## config.mk

```make
export PLATFORM = sky130hd
export DESIGN_NAME = usart_irq_regs
export DESIGN_NICKNAME = d
export VERILOG_FILES = /design/src/verilog/usart_irq_regs.v /design/src/verilog/sticky_flags.v
export VERILOG_INCLUDE_DIRS = /design/src /design/src/verilog
export SDC_FILE = /design/constraint.sdc
export NUM_CORES = 1
export LEC_CHECK = 0
export ABC_CLOCK_PERIOD_IN_PS = 1750
export BUFFER_PORTS_ARGS = -buffer_cell sky130_fd_sc_hd__buf_2
export CAP_MARGIN = 0
export CORE_MARGIN = 10
export CORE_UTILIZATION = 45
export CTS_CLUSTER_SIZE = 30
export DETAILED_ROUTE_END_ITERATION = 12
export PLACE_DENSITY = 0.81
export REMOVE_ABC_BUFFERS = 1
export SETUP_SLACK_MARGIN = 0.15
export SLEW_MARGIN = 10
export SYNTH_ARGS = -nofsm -noshare
export SYNTH_HDL_FRONTEND = slang
export SYNTH_SLANG_ARGS = --single-unit
```

## constraint.sdc

```tcl
create_clock -name pclk -period 1.75 [get_ports pclk]
set_input_delay 0.35 -clock pclk [delete_from_list [all_inputs] [get_ports pclk]]
set_output_delay 0.35 -clock pclk [all_outputs]
set_load 0.02 [all_outputs]
```

## src/verilog/usart_regs.vh

```
// register offsets, field positions and reset values of the serial port register map
`ifndef USART_REGS_VH
`define USART_REGS_VH

// register byte offsets
`define OFS_LINE_STATUS      8'h00
`define OFS_DATA_WINDOW      8'h04
`define OFS_BAUD_DIVIDER     8'h08
`define OFS_CONTROL_ONE      8'h0C
`define OFS_CONTROL_TWO      8'h10
`define OFS_CONTROL_THREE    8'h14
`define OFS_GUARD_TIME       8'h18

// line_status bit positions
`define ST_PARITY            0
`define ST_FRAMING           1
`define ST_NOISE             2
`define ST_OVERRUN           3
`define ST_IDLE              4
`define ST_RX_NOT_EMPTY      5
`define ST_TX_COMPLETE       6
`define ST_TX_EMPTY          7
`define ST_LINE_BREAK        8
`define ST_CTS_CHANGE        9
`define ST_WIDTH             10
`define ST_RESET             10'h0C0
// bits cleared by writing zero
`define ST_W0C_MASK          10'h360
// bits cleared by the status-read then data-read sequence
`define ST_SEQ_MASK          10'h01F

// control_one bit positions
`define C1_IDLE_IEN          4
`define C1_RX_NOT_EMPTY_IEN  5
`define C1_TX_COMPLETE_IEN   6
`define C1_TX_EMPTY_IEN      7
`define C1_PARITY_IEN        8
`define C1_WIDTH             14
`define C1_RESET             14'h0000

// control_two bit positions
`define C2_LINE_BREAK_IEN    6
`define C2_LIN_MODE          14
`define C2_WIDTH             15
`define C2_MASK              15'h7F6F
`define C2_RESET             15'h0000

// control_three bit positions
`define C3_ERROR_IEN         0
`define C3_DMA_RX_EN         6
`define C3_CTS_EN            9
`define C3_CTS_IEN           10
`define C3_WIDTH             11
`define C3_RESET             11'h000

// other widths and resets
`define DATA_WIDTH           9
`define DATA_RESET           9'h000
`define HALF_WIDTH           16
`define HALF_RESET           16'h0000

`endif

```

## src/verilog/usart_irq_regs.v

```verilog
// register map and interrupt aggregation of the serial transceiver
// What this block does
// - all enabled event sources are ORed onto one global interrupt output.
// - an event reaches the interrupt only while an enable bit that covers it is set.
// - tx empty, cts change, tx complete, idle, parity and line break interrupt.
// - received data ready interrupts when rx-not-empty enable is set.
// - receive overrun interrupts through the rx-not-empty enable.
// - noise, overrun and framing errors interrupt through the error enable.
// - the error enable only acts while dma reception is enabled.
// - tx empty resets to one, set on shift load, cleared by data write.
// - tx complete resets to one, set on finish with empty buffer, software clears.
`timescale 1ns/1ps
`include "usart_regs.vh"

module usart_irq_regs (
    // clock and reset
    input  wire                    pclk,
    input  wire                    presetn,
    // apb slave
    input  wire                    psel,
    input  wire                    penable,
    input  wire                    pwrite,
    input  wire [7:0]              paddr,
    input  wire [31:0]             pwdata,
    output reg  [31:0]             prdata,
    output wire                    pready,
    output reg                     pslverr,
    // events from the serial engine, one-cycle pulses on pclk
    input  wire                    tx_load_pulse,
    input  wire                    tx_done_pulse,
    input  wire                    cts_change_pulse,
    input  wire                    idle_pulse,
    input  wire                    line_break_pulse,
    input  wire                    rx_data_pulse,
    input  wire [`DATA_WIDTH-1:0]  rx_data,
    input  wire                    rx_parity_err,
    input  wire                    rx_framing_err,
    input  wire                    rx_noise_err,
    // transmit data toward the serial engine
    output reg  [`DATA_WIDTH-1:0]  tx_data,
    output wire                    tx_pending,
    // configuration toward the serial engine
    output reg  [`HALF_WIDTH-1:0]  baud_divider,
    output reg  [`C1_WIDTH-1:0]    control_one,
    output reg  [`C2_WIDTH-1:0]    control_two,
    output reg  [`C3_WIDTH-1:0]    control_three,
    output reg  [`HALF_WIDTH-1:0]  guard_time_prescale,
    // interrupt
    output reg                     irq
);

    ////////////////////////////////////////////////////////////////////////
    // bus decode

    wire setup_phase;
    wire access_done;
    wire wr_en;
    wire rd_en;
    wire sel_status;
    wire sel_data;
    wire sel_baud;
    wire sel_c1;
    wire sel_c2;
    wire sel_c3;
    wire sel_gtp;
    wire hit;

    // zero wait states: every access completes in its first access cycle
    assign pready      = 1'b1;
    assign setup_phase = psel & ~penable;
    assign access_done = psel & penable;
    assign wr_en       = access_done & pwrite;
    assign rd_en       = access_done & ~pwrite;

    assign sel_status = (paddr == `OFS_LINE_STATUS);
    assign sel_data   = (paddr == `OFS_DATA_WINDOW);
    assign sel_baud   = (paddr == `OFS_BAUD_DIVIDER);
    assign sel_c1     = (paddr == `OFS_CONTROL_ONE);
    assign sel_c2     = (paddr == `OFS_CONTROL_TWO);
    assign sel_c3     = (paddr == `OFS_CONTROL_THREE);
    assign sel_gtp    = (paddr == `OFS_GUARD_TIME);
    assign hit        = sel_status | sel_data | sel_baud | sel_c1 | sel_c2 | sel_c3 | sel_gtp;

    ////////////////////////////////////////////////////////////////////////
    // status flags

    wire [`ST_WIDTH-1:0] status_r;
    reg  [`ST_WIDTH-1:0] status_set;
    reg  [`ST_WIDTH-1:0] status_clr;
    reg  [`ST_WIDTH-1:0] seq_snap_r;
    reg                  seq_armed_r;
    reg  [`DATA_WIDTH-1:0] rx_buf_r;
    wire                 overrun_error_flag;
    wire                 rx_accept;
    wire                 data_read;
    wire                 data_write;

    assign data_read  = rd_en & sel_data;
    assign data_write = wr_en & sel_data;
    // new byte while the previous one is unread is an overrun; old byte kept
    assign overrun_error_flag = rx_data_pulse & status_r[`ST_RX_NOT_EMPTY];
    assign rx_accept          = rx_data_pulse & ~status_r[`ST_RX_NOT_EMPTY];

    always @* begin
        status_set = {`ST_WIDTH{1'b0}};
        status_clr = {`ST_WIDTH{1'b0}};
        status_set[`ST_PARITY]       = rx_accept & rx_parity_err;
        status_set[`ST_FRAMING]      = rx_accept & rx_framing_err;
        status_set[`ST_NOISE]        = rx_accept & rx_noise_err;
        status_set[`ST_OVERRUN]      = overrun_error_flag;
        status_set[`ST_IDLE]         = idle_pulse;
        status_set[`ST_RX_NOT_EMPTY] = rx_accept;
        status_set[`ST_TX_EMPTY]     = tx_load_pulse;
        status_set[`ST_TX_COMPLETE]  = tx_done_pulse & status_r[`ST_TX_EMPTY];
        status_set[`ST_LINE_BREAK]   = line_break_pulse & control_two[`C2_LIN_MODE];
        status_set[`ST_CTS_CHANGE]   = cts_change_pulse & control_three[`C3_CTS_EN];
        // writing zero clears the write-zero bits; ones leave them alone
        if (wr_en && sel_status) begin
            status_clr = `ST_W0C_MASK & ~pwdata[`ST_WIDTH-1:0];
        end
        if (data_read) begin
            status_clr[`ST_RX_NOT_EMPTY] = 1'b1;
            if (seq_armed_r) begin
                status_clr = status_clr | seq_snap_r;
            end
        end
        status_clr[`ST_TX_EMPTY] = data_write;
    end

    sticky_flags #(
        .WIDTH     (`ST_WIDTH),
        .RESET_VAL (`ST_RESET)
    ) u_flags (
        .pclk    (pclk),
        .presetn (presetn),
        .set_in  (status_set),
        .clr_in  (status_clr),
        .flags_r (status_r)
    );

    // a status read arms the sequence clear; only flags present in its access cycle are cleared
    always @(posedge pclk or negedge presetn) begin
        if (!presetn) begin
            seq_armed_r <= 1'b0;
            seq_snap_r  <= {`ST_WIDTH{1'b0}};
        end else if (access_done) begin
            if (rd_en && sel_status) begin
                seq_armed_r <= 1'b1;
                seq_snap_r  <= status_r & `ST_SEQ_MASK;
            end else begin
                seq_armed_r <= 1'b0;
            end
        end
    end

    ////////////////////////////////////////////////////////////////////////
    // data window and configuration registers

    assign tx_pending = ~status_r[`ST_TX_EMPTY];

    always @(posedge pclk or negedge presetn) begin
        if (!presetn) begin
            rx_buf_r <= `DATA_RESET;
        end else if (rx_accept) begin
            rx_buf_r <= rx_data;
        end
    end

    always @(posedge pclk or negedge presetn) begin
        if (!presetn) begin
            tx_data             <= `DATA_RESET;
            baud_divider        <= `HALF_RESET;
            control_one         <= `C1_RESET;
            control_two         <= `C2_RESET;
            control_three       <= `C3_RESET;
            guard_time_prescale <= `HALF_RESET;
        end else if (wr_en) begin
            if (sel_data) begin
                tx_data <= pwdata[`DATA_WIDTH-1:0];
            end else if (sel_baud) begin
                baud_divider <= pwdata[`HALF_WIDTH-1:0];
            end else if (sel_c1) begin
                control_one <= pwdata[`C1_WIDTH-1:0];
            end else if (sel_c2) begin
                control_two <= pwdata[`C2_WIDTH-1:0] & `C2_MASK;
            end else if (sel_c3) begin
                control_three <= pwdata[`C3_WIDTH-1:0];
            end else if (sel_gtp) begin
                guard_time_prescale <= pwdata[`HALF_WIDTH-1:0];
            end
        end
    end

    ////////////////////////////////////////////////////////////////////////
    // read data, captured in the setup cycle so it is stable for the access

    reg [31:0] rdata_nxt;

    always @* begin
        rdata_nxt = 32'h00000000;
        if (sel_status) begin
            rdata_nxt[`ST_WIDTH-1:0] = status_r;
        end else if (sel_data) begin
            rdata_nxt[`DATA_WIDTH-1:0] = rx_buf_r;
        end else if (sel_baud) begin
            rdata_nxt[`HALF_WIDTH-1:0] = baud_divider;
        end else if (sel_c1) begin
            rdata_nxt[`C1_WIDTH-1:0] = control_one;
        end else if (sel_c2) begin
            rdata_nxt[`C2_WIDTH-1:0] = control_two;
        end else if (sel_c3) begin
            rdata_nxt[`C3_WIDTH-1:0] = control_three;
        end else if (sel_gtp) begin
            rdata_nxt[`HALF_WIDTH-1:0] = guard_time_prescale;
        end
    end

    // limitation: the status snapshot is one cycle old by the end of the access
    always @(posedge pclk or negedge presetn) begin
        if (!presetn) begin
            prdata  <= 32'h00000000;
            pslverr <= 1'b0;
        end else if (setup_phase) begin
            prdata  <= pwrite ? 32'h00000000 : rdata_nxt;
            pslverr <= ~hit;
        end
    end

    ////////////////////////////////////////////////////////////////////////
    // interrupt aggregation

    wire src_tx_empty;
    wire src_cts;
    wire src_tx_complete;
    wire src_rx;
    wire src_overrun;
    wire src_idle;
    wire src_parity;
    wire src_break;
    wire src_error;
    wire irq_nxt;

    assign src_tx_empty    = status_r[`ST_TX_EMPTY] & control_one[`C1_TX_EMPTY_IEN];
    assign src_cts         = status_r[`ST_CTS_CHANGE] & control_three[`C3_CTS_IEN];
    assign src_tx_complete = status_r[`ST_TX_COMPLETE] & control_one[`C1_TX_COMPLETE_IEN];
    assign src_rx          = status_r[`ST_RX_NOT_EMPTY] & control_one[`C1_RX_NOT_EMPTY_IEN];
    // overrun shares the rx enable
    assign src_overrun     = status_r[`ST_OVERRUN] & control_one[`C1_RX_NOT_EMPTY_IEN];
    assign src_idle        = status_r[`ST_IDLE] & control_one[`C1_IDLE_IEN];
    assign src_parity      = status_r[`ST_PARITY] & control_one[`C1_PARITY_IEN];
    assign src_break       = status_r[`ST_LINE_BREAK] & control_two[`C2_LINE_BREAK_IEN];
    // error path is meaningful only when dma drains the receiver
    assign src_error       = control_three[`C3_ERROR_IEN] & control_three[`C3_DMA_RX_EN] &
                             (status_r[`ST_NOISE] | status_r[`ST_OVERRUN] |
                              status_r[`ST_FRAMING]);

    assign irq_nxt = src_tx_empty | src_cts | src_tx_complete | src_rx | src_overrun |
                     src_idle | src_parity | src_break | src_error;

    // registered so the line is glitch free; it falls one cycle after the last cause
    always @(posedge pclk or negedge presetn) begin
        if (!presetn) begin
            irq <= 1'b0;
        end else begin
            irq <= irq_nxt;
        end
    end

endmodule // usart_irq_regs

```

## src/verilog/sticky_flags.v

```verilog
// bank of sticky hardware flags where a set beats a clear in the same cycle
`timescale 1ns/1ps

module sticky_flags #(
    parameter             WIDTH     = 10,
    parameter [WIDTH-1:0] RESET_VAL = {WIDTH{1'b0}}
) (
    // clock and reset
    input  wire             pclk,
    input  wire             presetn,
    // per-bit controls
    input  wire [WIDTH-1:0] set_in,
    input  wire [WIDTH-1:0] clr_in,
    // flag state
    output reg  [WIDTH-1:0] flags_r
);

    wire [WIDTH-1:0] flags_nxt;

    // set wins so an event landing on the clear cycle is never lost
    assign flags_nxt = set_in | (flags_r & ~clr_in);

    always @(posedge pclk or negedge presetn) begin
        if (!presetn) begin
            flags_r <= RESET_VAL;
        end else begin
            flags_r <= flags_nxt;
        end
    end

endmodule // sticky_flags

```

# Yosys cells after proc, flatten, opt, wreduce, memory -nomap -nowiden
# Index checks and enable logic that the tools add are counted.
# Widths: inputs -> output; s select.
[op_classes]
n_reduce_logical = 10
n_eq_ne = 6
n_mux = 28
n_bitwise = 55
[ops]
columns = ["cell", "n"]
rows = [
  ["$mux 16", 9],
  ["$mux 10", 4],
  ["$mux 5", 6],
  ["$and 1x1->1", 24],
  ["$eq 8x5->1 const B", 3],
  ["$not 10->10", 2],
  ["$eq 8x4->1 const B", 2],
  ["$or 1x1->1", 16],
  ["$mux 15", 1],
  ["$mux 14", 1],
  ["$mux 11", 1],
  ["$and 10x10->10", 1],
  ["$not 1->1", 10],
  ["$or 10x10->10", 1],
  ["$or 10x5->10", 1],
  ["$mux 9", 1],
  ["$eq 8x3->1 const B", 1],
  ["$logic_not 8->1", 1],
  ["$mux 7", 1],
  ["$reduce_and 7->1", 1],
  ["$mux 6", 1],
  ["$reduce_and 6->1", 1],
  ["$reduce_and 5->1", 1],
  ["$reduce_and 2->1", 2],
  ["5 further kinds", 7],
]
[totals]
output_inout_bits = 117
wordCells = 112
in_bits = 63
ff_bits = 138

# Logic depth before layout (Yosys ltp)
# Gate-level depths: netlist (run 1).
[logic_depth]
depth_word = 20
depth_mapped = 7
mapped_depth_nobuf = 4

# Modules after synthesis
# From an unflattened synthesis (run 1), not the netlist that was laid out.
[unflattened]
hier_cells = 515
area_unflattened_um2 = 6082.1
[modules_own_cells]
columns = ["module", "area_each_um2", "seq_area_each_um2", "instances", "cells_per_inst"]
rows = [
  ["usart_irq_regs", 5716.7, 2802.7, 1, 485],
  ["sticky_flags", 365.4, 252.7, 1, 30],
]

# Worst setup path before layout (run 1)
# No wires, ideal clock.
[synth_timing]
path_type = "input to register"
startpoint = "input port paddr[7]"
endpoint = "register seq_snap_r[0]"
slack_ns = -0.613
setup_time_ns = 0.125
path_stages = 7
path_buffers = 3
t_arrival_ns = 2.238
required_time_ns = 1.625
cell_sequence = "or4_4 > buf_6 > or3_4 > buf_6 > or3_1 > buf_6 > mux2_4"
[synth_via]
elab_chain_cells = 3
[synth_lines]
columns = ["item", "line_no", "source"]
rows = [
  ["start, declared", "usart_irq_regs.v:23", "input wire [7:0] paddr,"],
  ["$logic_not 8->1 (no line)", "-", ""],
  ["$logic_and 1x1->1", "usart_irq_regs.v:147", "if (rd_en && sel_status) begin"],
  ["$reduce_and 2->1 (no line)", "-", ""],
  ["end signal, assigned", "usart_irq_regs.v:145", "seq_snap_r <= {`ST_WIDTH{1'b0}};"],
  ["end signal, assigned", "usart_irq_regs.v:149", "seq_snap_r <= status_r & `ST_SEQ_MASK;"],
  ["end, declared", "usart_irq_regs.v:90", "reg [`ST_WIDTH-1:0] seq_snap_r;"],
]
# Every way passes these cells.
# A chain may end at the register's enable or synchronous reset.

# Worst setup path after layout (run 1)
[layout_timing]
startpoint = "input port paddr[7]"
endpoint = "register seq_snap_r[2]"
# The elaborated chain is that of the path after synthesis.

==> results.py, run 1 <==
metrics = {
    "run_status": {
        "outcome": "finished with violations",
        "violations": "setup timing",
    },
    "floorplanning": {
        "rows": 41,
        "die_area_um2": 17600,
        "fp.coreArea_um2": 12600,
        "die_h_um": 133,
        "pin_count": 180,
        "initial_core_util_pct": 45.6,
        "die_x_um": 133,
    },
    "worst_setup_path": {
        "arrival_ns": 2.09,
        "path_max_fanout": 6,
        "startpoint_type": "input pin",
        "setup.worst_path.end_class": "register",
        "crit_type": "in2reg",
        "required_ns": 2.05,
    },
    "logic_synthesis": {
        "synth_area_um2": 5730,
        "syn_avg_cell_area_um2": 12.2,
        "synth-edff-count": 0,
        "ys_types": 51,
        "ys_warn_count": 0,
        "synth_cells": 468,
        "yosysMostFrequentCell": "dfrtp_1",
        "synthTopCellsByCount": "dfrtp_1, mux2_2, nand2_1",
        "synth-seq-cells": 122,
        "synthArstFlopShare_pct": 100,
        "netlist.top_cell.by_area": "dfrtp_1",
        "synth_top_area_share_pct": 52.4,
        "ys_seq_area_share_pct": 53.3,
        "ys.flop_type": "dfrtp_1",
        "yosys-top-cells-area": "dfrtp_1, mux2_2, nand2_1",
    },
    "global_routing": {
        "antenna_found_initial": 0,
        "grt-ovfl-total": 0,
        "grt_pass1_vias": 5095,
        "grt_pass1_wl_um": 28900,
        "grt_max_degree": 43,
        "grtUsageTotal_pct": 20.9,
    },
    "placed_design": {
        "dp.cells": 820,
        "place_area_um2": 7010,
        "io_buffers": 144,
        "dp_hpwl_um": 13900,
        "gp_congestion": 0.909,
    },
    "power": {
        "total_power_uw": 7670,
        "ir_drop_mv": 0.633,
        "p_per_area_nw_per_um2": 970,
        "p_leak_uw": 0.00412,
    },
    "cts": {
        "clk_latency_ns": 0.42,
        "htree_levels": 4,
        "cts_buffer_depth": 2,
        "cts_tree": "built",
        "clk_pin_slew_ns": 0.06,
        "clock-sinks": 122,
        "cts_root_buf": "clkbuf_16",
        "cts_inserted_buffers": 17,
    },
    "final_layout": {
        "layout-drive-gt1-share_pct": 53.0,
        "synthToLayoutAreaGrowth_pct": 38.0,
        "antenna_cells": 0,
        "nFillCells": 993,
        "fin_area_um2": 7910,
        "stdcell_count": 857,
        "finalNetCount": 735,
    },
    "detailed_routing": {
        "routed_wl_um": 18500,
        "via_count": 4729,
        "drtIter0Drc": 360,
        "first_pass_iters": 4,
        "wl_per_cell_um": 21.6,
        "vias_per_cell": 5.52,
        "route.detailed.drc": 0,
        "ant_nets": 0,
    },
    "sta": {
        "post-route-period-util_pct": 103,
        "skew_ns": 0.00578,
        "setup_violations": 5,
        "max_freq_mhz": 556,
        "hold_viol": 0,
        "holdWs_ns": 0.116,
        "maxSlewViolCount": 0,
        "slew_headroom_pct": 60.1,
        "worst_pin_slew_ns": 0.599,
        "rsz0062_at_grt": "yes",
        "setup_slack_ns": -0.0475,
        "layout_min_cycle_time_ns": 1.80,
    },
    "job": {
        "maxCapViolCount": 0,
    },
    "hold_path": {
        "hp-class": "in2reg",
    },
}
-- flip-flops by register name, indices dropped and copies added (netlist names), 5 cells and up --
signal               flops
baud_divider            16
control_one             14
control_three           11
control_two             13
guard_time_prescale     16
prdata                  16
rx_buf_r                 9
seq_snap_r               5
tx_data                  9
u_flags.flags_r         10
-- per-layer routing --
metal  part of all wire, %  vias to the layer above  GRT usage (%)
li1                      -                     2091              -
met1                    42                     2393           26.0
met2                    47                      209           32.7
met3                   8.3                       36           6.55
met4                   2.8                        0           9.47
met5                     0                        -              0
-- placed cells by master, fill, tap and decap left out, drive strengths merged, types with 3 or more instances in the layout --
cell | Yosys | layout
a221o | 3 | 3
o31ai | 4 | 4
clkbuf | 18 | 25
nand2 | 40 | 40
or3 | 4 | 4
a2bb2oi | 4 | 4
o2bb2ai | 7 | 7
conb | 2 | 19
a22o | 10 | 10
nor4 | 4 | 4
mux2 | 95 | 95
nor3 | 12 | 12
nand2b | 10 | 10
nor2 | 10 | 10
inv | 4 | 4
dfrtp | 120 | 120
o21ai | 27 | 27
a21oi | 4 | 4
mux2i | 11 | 11
a221oi | 4 | 4
nand3 | 3 | 3
buf | 26 | 211
a32o | 4 | 4
nor2b | 9 | 9
bufinv | 0 | 4
clkinv | 0 | 3
-- per-stage QoR --
step / TNS [ns] / utilization [%] / setup WS, ns
global placement: -37.04 / 55.8 / -0.602
CTS: -0.174 / 62.3 / -0.0375
detailed placement: -40.80 / 55.8 / -0.613
finish: -0.228 / 62.9 / -0.0475
global route: -0.268 / 62.9 / -0.0554
floorplan: -31.95 / - / -0.677
-- cells by family after synthesis --
| family | synth area share [%] |
|---|---|
| buffers and inverters | 4.80 |
| other | 0.131 |
| flip-flops | 53.3 |
| AO/OA/AOI/OAI | 10.2 |
| AND/OR/NAND/NOR | 9.87 |
| multiplexers | 21.7 |
-- final timing paths --
kind	depth (start not counted)	endpoint	startpoint	slack, ns
max in group asynchronous	3	prdata[14]	presetn	0.67
hold / removal	2	u_flags.flags_r[4]	idle_pulse	0.12
min in group asynchronous	2	prdata[4]	presetn	0.50
setup / recovery	5	seq_snap_r[2]	paddr[7]	-0.05
setup reg to reg	4	prdata[2]	control_one[2]	0.28
hold reg to reg	2	prdata[7]	prdata[7]	0.48
-- layout make-up --
class | count | area, µm² | area share, %
clock buffers | 25 | 505 | 6.39
clock inverters | 7 | 135 | 1.71
inverters | 4 | 15.0 | 0.190
multi-input cells | 315 | 2630 | 33.3
flip-flops and latches | 122 | 3060 | 38.6
well taps | 172 | 215 | 2.72
repair buffers | 212 | 1350 | 17.1
-- power breakdown --
part / switching (µW) / leakage, µW / total (µW) / internal, µW
registers: 126 / 0.00164 / 3120 / 3000
clock network: 1220 / 0.000317 / 3790 / 2570
logic: 411 / 0.00216 / 760 / 349
-- what timing repair did --
item,4_1_cts,5_1_grt
resized for setup,35,14
pin swaps,7,7
endpoints found under the hold margin,37,0
hold buffers,1,0
setup endpoints to repair,80,90
setup buffers,2,2
cloned,0,0
-- worst max-delay path, stage by stage --
cell    delay [ns]
buf_6         0.09
or4_4         0.53
or3_4         0.41
or3_4         0.40
mux2_4        0.31
(Power assumes the default switching activity.)
==> run 2: changes to the inputs <==
ABC_CLOCK_PERIOD_IN_PS = 2100   (was 1750)
clock period = 2.1 ns   (was 1.75 ns; I/O delays follow)
==> results.py, run 2 (same netlist as run 1, synthesis figures left out) <==
metrics = {
    "power": {
        "p_per_area_nw_per_um2": 819,
        "ir_drop_mv": 0.461,
        "p_leak_uw": 0.00397,
    },
    "placed_design": {
        "place_area_um2": 6930,
        "io_buffers": 144,
        "gp_congestion": 0.907,
        "dp_hpwl_um": 13500,
        "dp.cells": 814,
        "preCtsSetupSlack_ns": -0.332,
    },
    "global_routing": {
        "antenna_found_initial": 0,
        "grt_pass1_vias": 4916,
        "grtUsageTotal_pct": 20.5,
        "grt_pass1_wl_um": 28200,
        "grt_max_degree": 123,
        "grt-ovfl-total": 0,
    },
    "job": {
        "maxCapViolCount": 0,
    },
    "worst_setup_path": {
        "crit_type": "in2reg",
        "crit_chain": "buf_2 > or4_4 > or3_4 > or3_4 > mux2_4",
        "critPathSlowestCell": "or4_4",
        "cp_top_family": "simple AND/OR/NAND/NOR gates",
        "startpoint_type": "input pin",
        "path_buf_inv": 1,
        "cp_common_cell": "or3_4",
        "path_max_fanout": 6,
        "crit_path_max_incr_delay_ns": 0.54,
        "setup.worst_path.end_class": "register",
        "arrival_ns": 2.20,
        "required_ns": 2.40,
    },
    "sta": {
        "holdWs_ns": 0.0956,
        "maxSlewViolCount": 0,
        "skew_ns": 0.00439,
        "max_freq_mhz": 529,
        "layout_min_cycle_time_ns": 1.89,
        "rsz0062_at_grt": "no",
        "setup_violations": 0,
        "setup_slack_ns": 0.208,
        "slew_headroom_pct": 57.1,
        "hold_viol": 0,
        "worst_pin_slew_ns": 0.643,
        "post-route-period-util_pct": 90.1,
    },
    "floorplanning": {
        "die_h_um": 133,
        "die_x_um": 133,
        "pin_count": 180,
        "rows": 41,
        "initial_core_util_pct": 45.6,
        "fp.coreArea_um2": 12600,
        "die_area_um2": 17600,
    },
    "cts": {
        "cts_root_buf": "clkbuf_16",
        "cts.hold.buffers_added": 0,
        "cts_buffer_depth": 2,
        "clock-sinks": 122,
        "cts_inserted_buffers": 17,
        "clk_latency_ns": 0.42,
        "clk_pin_slew_ns": 0.05,
        "htree_levels": 4,
        "cts_setup_buffers": 0,
        "cts_tree": "built",
    },
    "detailed_routing": {
        "met1_length_um": 7470,
        "wl_per_cell_um": 21.2,
        "vias_per_cell": 5.48,
        "first_pass_iters": 5,
        "routed_wl_um": 17900,
        "top_layer": "met4",
        "wl_met3_um": 1600,
        "route.detailed.drc": 0,
        "ant_nets": 0,
        "drtIter0Drc": 353,
        "via_count": 4634,
        "route.met2.wl_um": 8400,
    },
    "final_layout": {
        "synthToLayoutAreaGrowth_pct": 31.8,
        "layout_common_cells": "buf_2, dfrtp_1, mux2_2, buf_4, nand2_1",
        "reg_top3": "baud_divider: 16 flops, guard_time_prescale: 16 flops, prdata: 16 flops",
        "layout-drive-gt1-share_pct": 50.4,
        "finalNetCount": 724,
        "fin_area_um2": 7550,
        "stdcell_count": 846,
        "final_common_cell": "buf_2",
    },
    "hold_path": {
        "hp-class": "in2async",
    },
    "run_status": {
        "outcome": "finished clean",
    },
}
-- run 2: cell count changes in the layout (fill, tap and decap cells not counted), moves of 3 or more --
| cell | change |
|---|---|
| buf_12 | -3 |
| buf_4 | +3 |
| buf_6 | -12 |
| clkbuf_1 | -3 |
| mux2_2 | +11 |
| mux2_4 | -11 |
| nor3_1 | +4 |
-- run 2: area by class of cell --
type / count / area (µm²)
timing repair buffer: 201 / 1180
tap: 172 / 215
sequential: 122 / 3060
clock buffer: 20 / 467
inverter: 4 / 15.0
fill: 1041 / 5020
clock inverter: 11 / 143
multi-input combinational: 315 / 2480
antenna: 1 / 2.50
-- run 2: layer usage --
metal	track usage, %	vias up
met5	0	-
met2	32.0	212
li1	-	2080
met1	25.4	2306
met4	7.40	0
met3	7.46	36
-- run 2: where the power goes --
part	internal [µW]	switching, µW	total [µW]	leakage, µW
sequential	2500	104	2600	0.00164
combinational	266	320	585	0.00203
clock	1950	1050	2990	0.000298
-- run 2: through the flow --
| stage | utilization, % | setup TNS [ns] | total power (µW) |
|---|---|---|---|
| after floorplan | - | -8.60 | 2910 |
| after global placement | 55.1 | -9.14 | 3200 |
| after detailed placement | 55.1 | -10.65 | 3220 |
| after CTS | 60.0 | 0 | 6220 |
| after global routing | 60.0 | 0 | 6400 |
| final | 60.1 | 0 | 6180 |
-- run 2: timing repair --
| item | CTS | global route |
|---|---|---|
| resized for setup | 1 | 1 |
| pin swaps | 0 | 1 |
| setup endpoints to repair | 5 | 22 |
-- run 2: final timing paths --
kind                                      from            endpoint  slack (ns)  depth (start not counted)
max in group asynchronous              presetn          prdata[14]        1.52                          2
worst min register to register      prdata[14]          prdata[14]        0.48                          2
worst max register to register  control_one[3]           prdata[3]        0.58                          4
worst min-delay path                   presetn          tx_data[6]         0.1                          2
min in group pclk                tx_load_pulse  u_flags.flags_r[7]        0.19                          2
worst max-delay path                  paddr[7]       seq_snap_r[4]        0.21                          5
==> run 3: changes to the inputs <==
CORE_UTILIZATION = 50   (was 45)
PLACE_DENSITY = 0.87   (was 0.81)
==> results.py, run 3 (same netlist as run 1, synthesis figures left out) <==
metrics = {
    "final_layout": {
        "synthToLayoutAreaGrowth_pct": 29.0,
        "layout-drive-gt1-share_pct": 49.1,
        "layout_common_cells": "buf_2, dfrtp_1, mux2_2, buf_4, nand2_1",
        "reg_top3": "baud_divider: 16 flops, guard_time_prescale: 16 flops, prdata: 16 flops",
        "stdcell_count": 811,
        "final_common_cell": "buf_2",
        "nFillCells": 846,
        "finalNetCount": 719,
        "post-route-util_pct": 65.3,
    },
    "global_routing": {
        "grt_max_degree": 65,
        "grt-ovfl-total": 0,
        "grt_pass1_vias": 4920,
        "grtUsageTotal_pct": 22.0,
        "grt_pass1_wl_um": 27700,
        "antenna_found_initial": 1,
    },
    "detailed_routing": {
        "routed_wl_um": 18100,
        "drtIter0Drc": 443,
        "via_count": 4704,
        "ant_nets": 0,
        "vias_per_cell": 5.80,
        "first_pass_iters": 5,
        "wl_per_cell_um": 22.3,
        "route.detailed.drc": 0,
    },
    "placed_design": {
        "dp_hpwl_um": 13600,
        "preCtsSetupSlack_ns": -0.324,
        "dp.cells": 779,
        "gp_congestion": 0.883,
        "io_buffers": 144,
    },
    "worst_setup_path": {
        "crit_chain": "buf_2 > buf_4 > or4b_2 > buf_4 > nor3_4 > buf_4 > mux2_2",
        "cp_top_family": "simple AND/OR/NAND/NOR gates",
        "cp_common_cell": "buf_4",
        "path_max_fanout": 6,
        "critPathSlowestCell": "or4b_2",
        "crit_type": "in2reg",
        "setup.worst_path.end_class": "register",
        "path_buf_inv": 4,
        "required_ns": 2.40,
        "startpoint_type": "input pin",
        "crit_path_max_incr_delay_ns": 0.69,
        "arrival_ns": 2.24,
    },
    "power": {
        "power_frac_clock_pct": 44.6,
        "netSwitchingFraction_pct": 24.2,
        "p_leak_uw": 0.00392,
        "p_per_area_nw_per_um2": 778,
        "pwr-share-seq_pct": 45.2,
        "combinationalPowerShare_pct": 10.2,
        "power.switching_uw": 1390,
        "total_power_uw": 5760,
        "internal-power_uw": 4360,
        "ir_drop_mv": 0.552,
    },
    "floorplanning": {
        "die_h_um": 127,
        "fp.coreArea_um2": 11300,
        "die_x_um": 127,
        "rows": 39,
        "pin_count": 180,
        "initial_core_util_pct": 50.6,
        "die_area_um2": 16100,
    },
    "cts": {
        "clock-sinks": 122,
        "clk_latency_ns": 0.42,
        "cts_tree": "built",
        "htree_levels": 4,
        "cts_buffer_depth": 2,
        "clk_pin_slew_ns": 0.05,
        "cts_setup_buffers": 0,
        "cts_inserted_buffers": 17,
        "cts_root_buf": "clkbuf_16",
    },
    "sta": {
        "setup_violations": 0,
        "setup_slack_ns": 0.162,
        "layout_min_cycle_time_ns": 1.94,
        "rsz0062_at_grt": "yes",
        "maxSlewViolCount": 0,
        "post-route-period-util_pct": 92.3,
        "fin_tns_setup_ns": 0,
        "max_freq_mhz": 516,
        "hold_viol": 0,
        "worst_pin_slew_ns": 0.877,
        "slew_headroom_pct": 41.4,
        "skew_ns": 0.00410,
    },
    "hold_path": {
        "hp-class": "in2reg",
    },
    "job": {
        "maxCapViolCount": 0,
    },
    "run_status": {
        "outcome": "finished clean",
    },
}
[run 3: cell count changes in the layout (fill, tap and decap cells not counted), moves of 2 or more]
cell and change:
buf_4 -6, clkbuf_1 +5, bufinv_16 -3, clkinvlp_4 -2
inv_6 -2
[run 3: layout make-up]
class / instances / area, µm² / share of cell area [%]
multi-input combinational: 315 / 2480 / 33.6
timing repair buffer: 196 / 1140 / 15.4
tap: 143 / 179 / 2.42
clock buffer: 26 / 499 / 6.75
inverter: 4 / 15.0 / 0.203
antenna: 2 / 5.00 / 0.0677
clock inverter: 3 / 15.0 / 0.203
sequential: 122 / 3060 / 41.3
[run 3: path summary, 6_finish.rpt]
path | cells after the start | startpoint | slack [ns] | to
worst min-delay path | 2 | idle_pulse | 0.19 | u_flags.flags_r[4]
worst max-delay path | 7 | paddr[7] | 0.16 | control_three[9]
min in group asynchronous | 2 | presetn | 0.40 | control_one[7]
max in group asynchronous | 3 | presetn | 1.07 | u_flags.flags_r[6]
worst max register to register | 4 | control_one[2] | 0.63 | prdata[2]
worst min register to register | 2 | prdata[1] | 0.48 | prdata[1]
[run 3: per-layer routing]
layer	track usage (%)	up-vias	share of wire, %	routed length (µm)
met5	0	-	0	0
met4	9.38	0	2.8	514
met3	7.69	43	10	1890
met2	36.0	264	49	8880
met1	25.9	2333	38	6810
li1	-	2064	-	-
[run 3: metrics by stage]
stage               instance area (µm²)  hold slack, ns
CTS                                7380           0.189
finish                             7390           0.193
detailed placement                 6850           0.291
global route                       7390           0.189
floorplan                          5530           0.124
global placement                   6850           0.286
[run 3: power by group through the flow]
stage / clock (µW) / combinational (µW) / sequential, µW
4_1_cts: 2590 / 582 / 2600
5_1_grt: 2720 / 639 / 2620
3_3_place_gp: 0 / 558 / 2630
2_1_floorplan: 0 / 274 / 2630
6_report: 2570 / 585 / 2600
3_5_place_dp: 0 / 578 / 2640
[run 3: repair_timing]
action                                 4_1_cts  5_1_grt
setup endpoints to repair                    5       18
gates resized for setup                      1        2
pin swaps                                    0        0
hold buffers                                 1        0
endpoints found under the hold margin       11        0
[run 3: worst register-to-register path, stage by stage (launching register included)]
cell	delay, ns
dfrtp_1	0.39
mux2_2	0.29
a22o_1	0.18
a221oi_1	0.34
o21ai_0	0.14
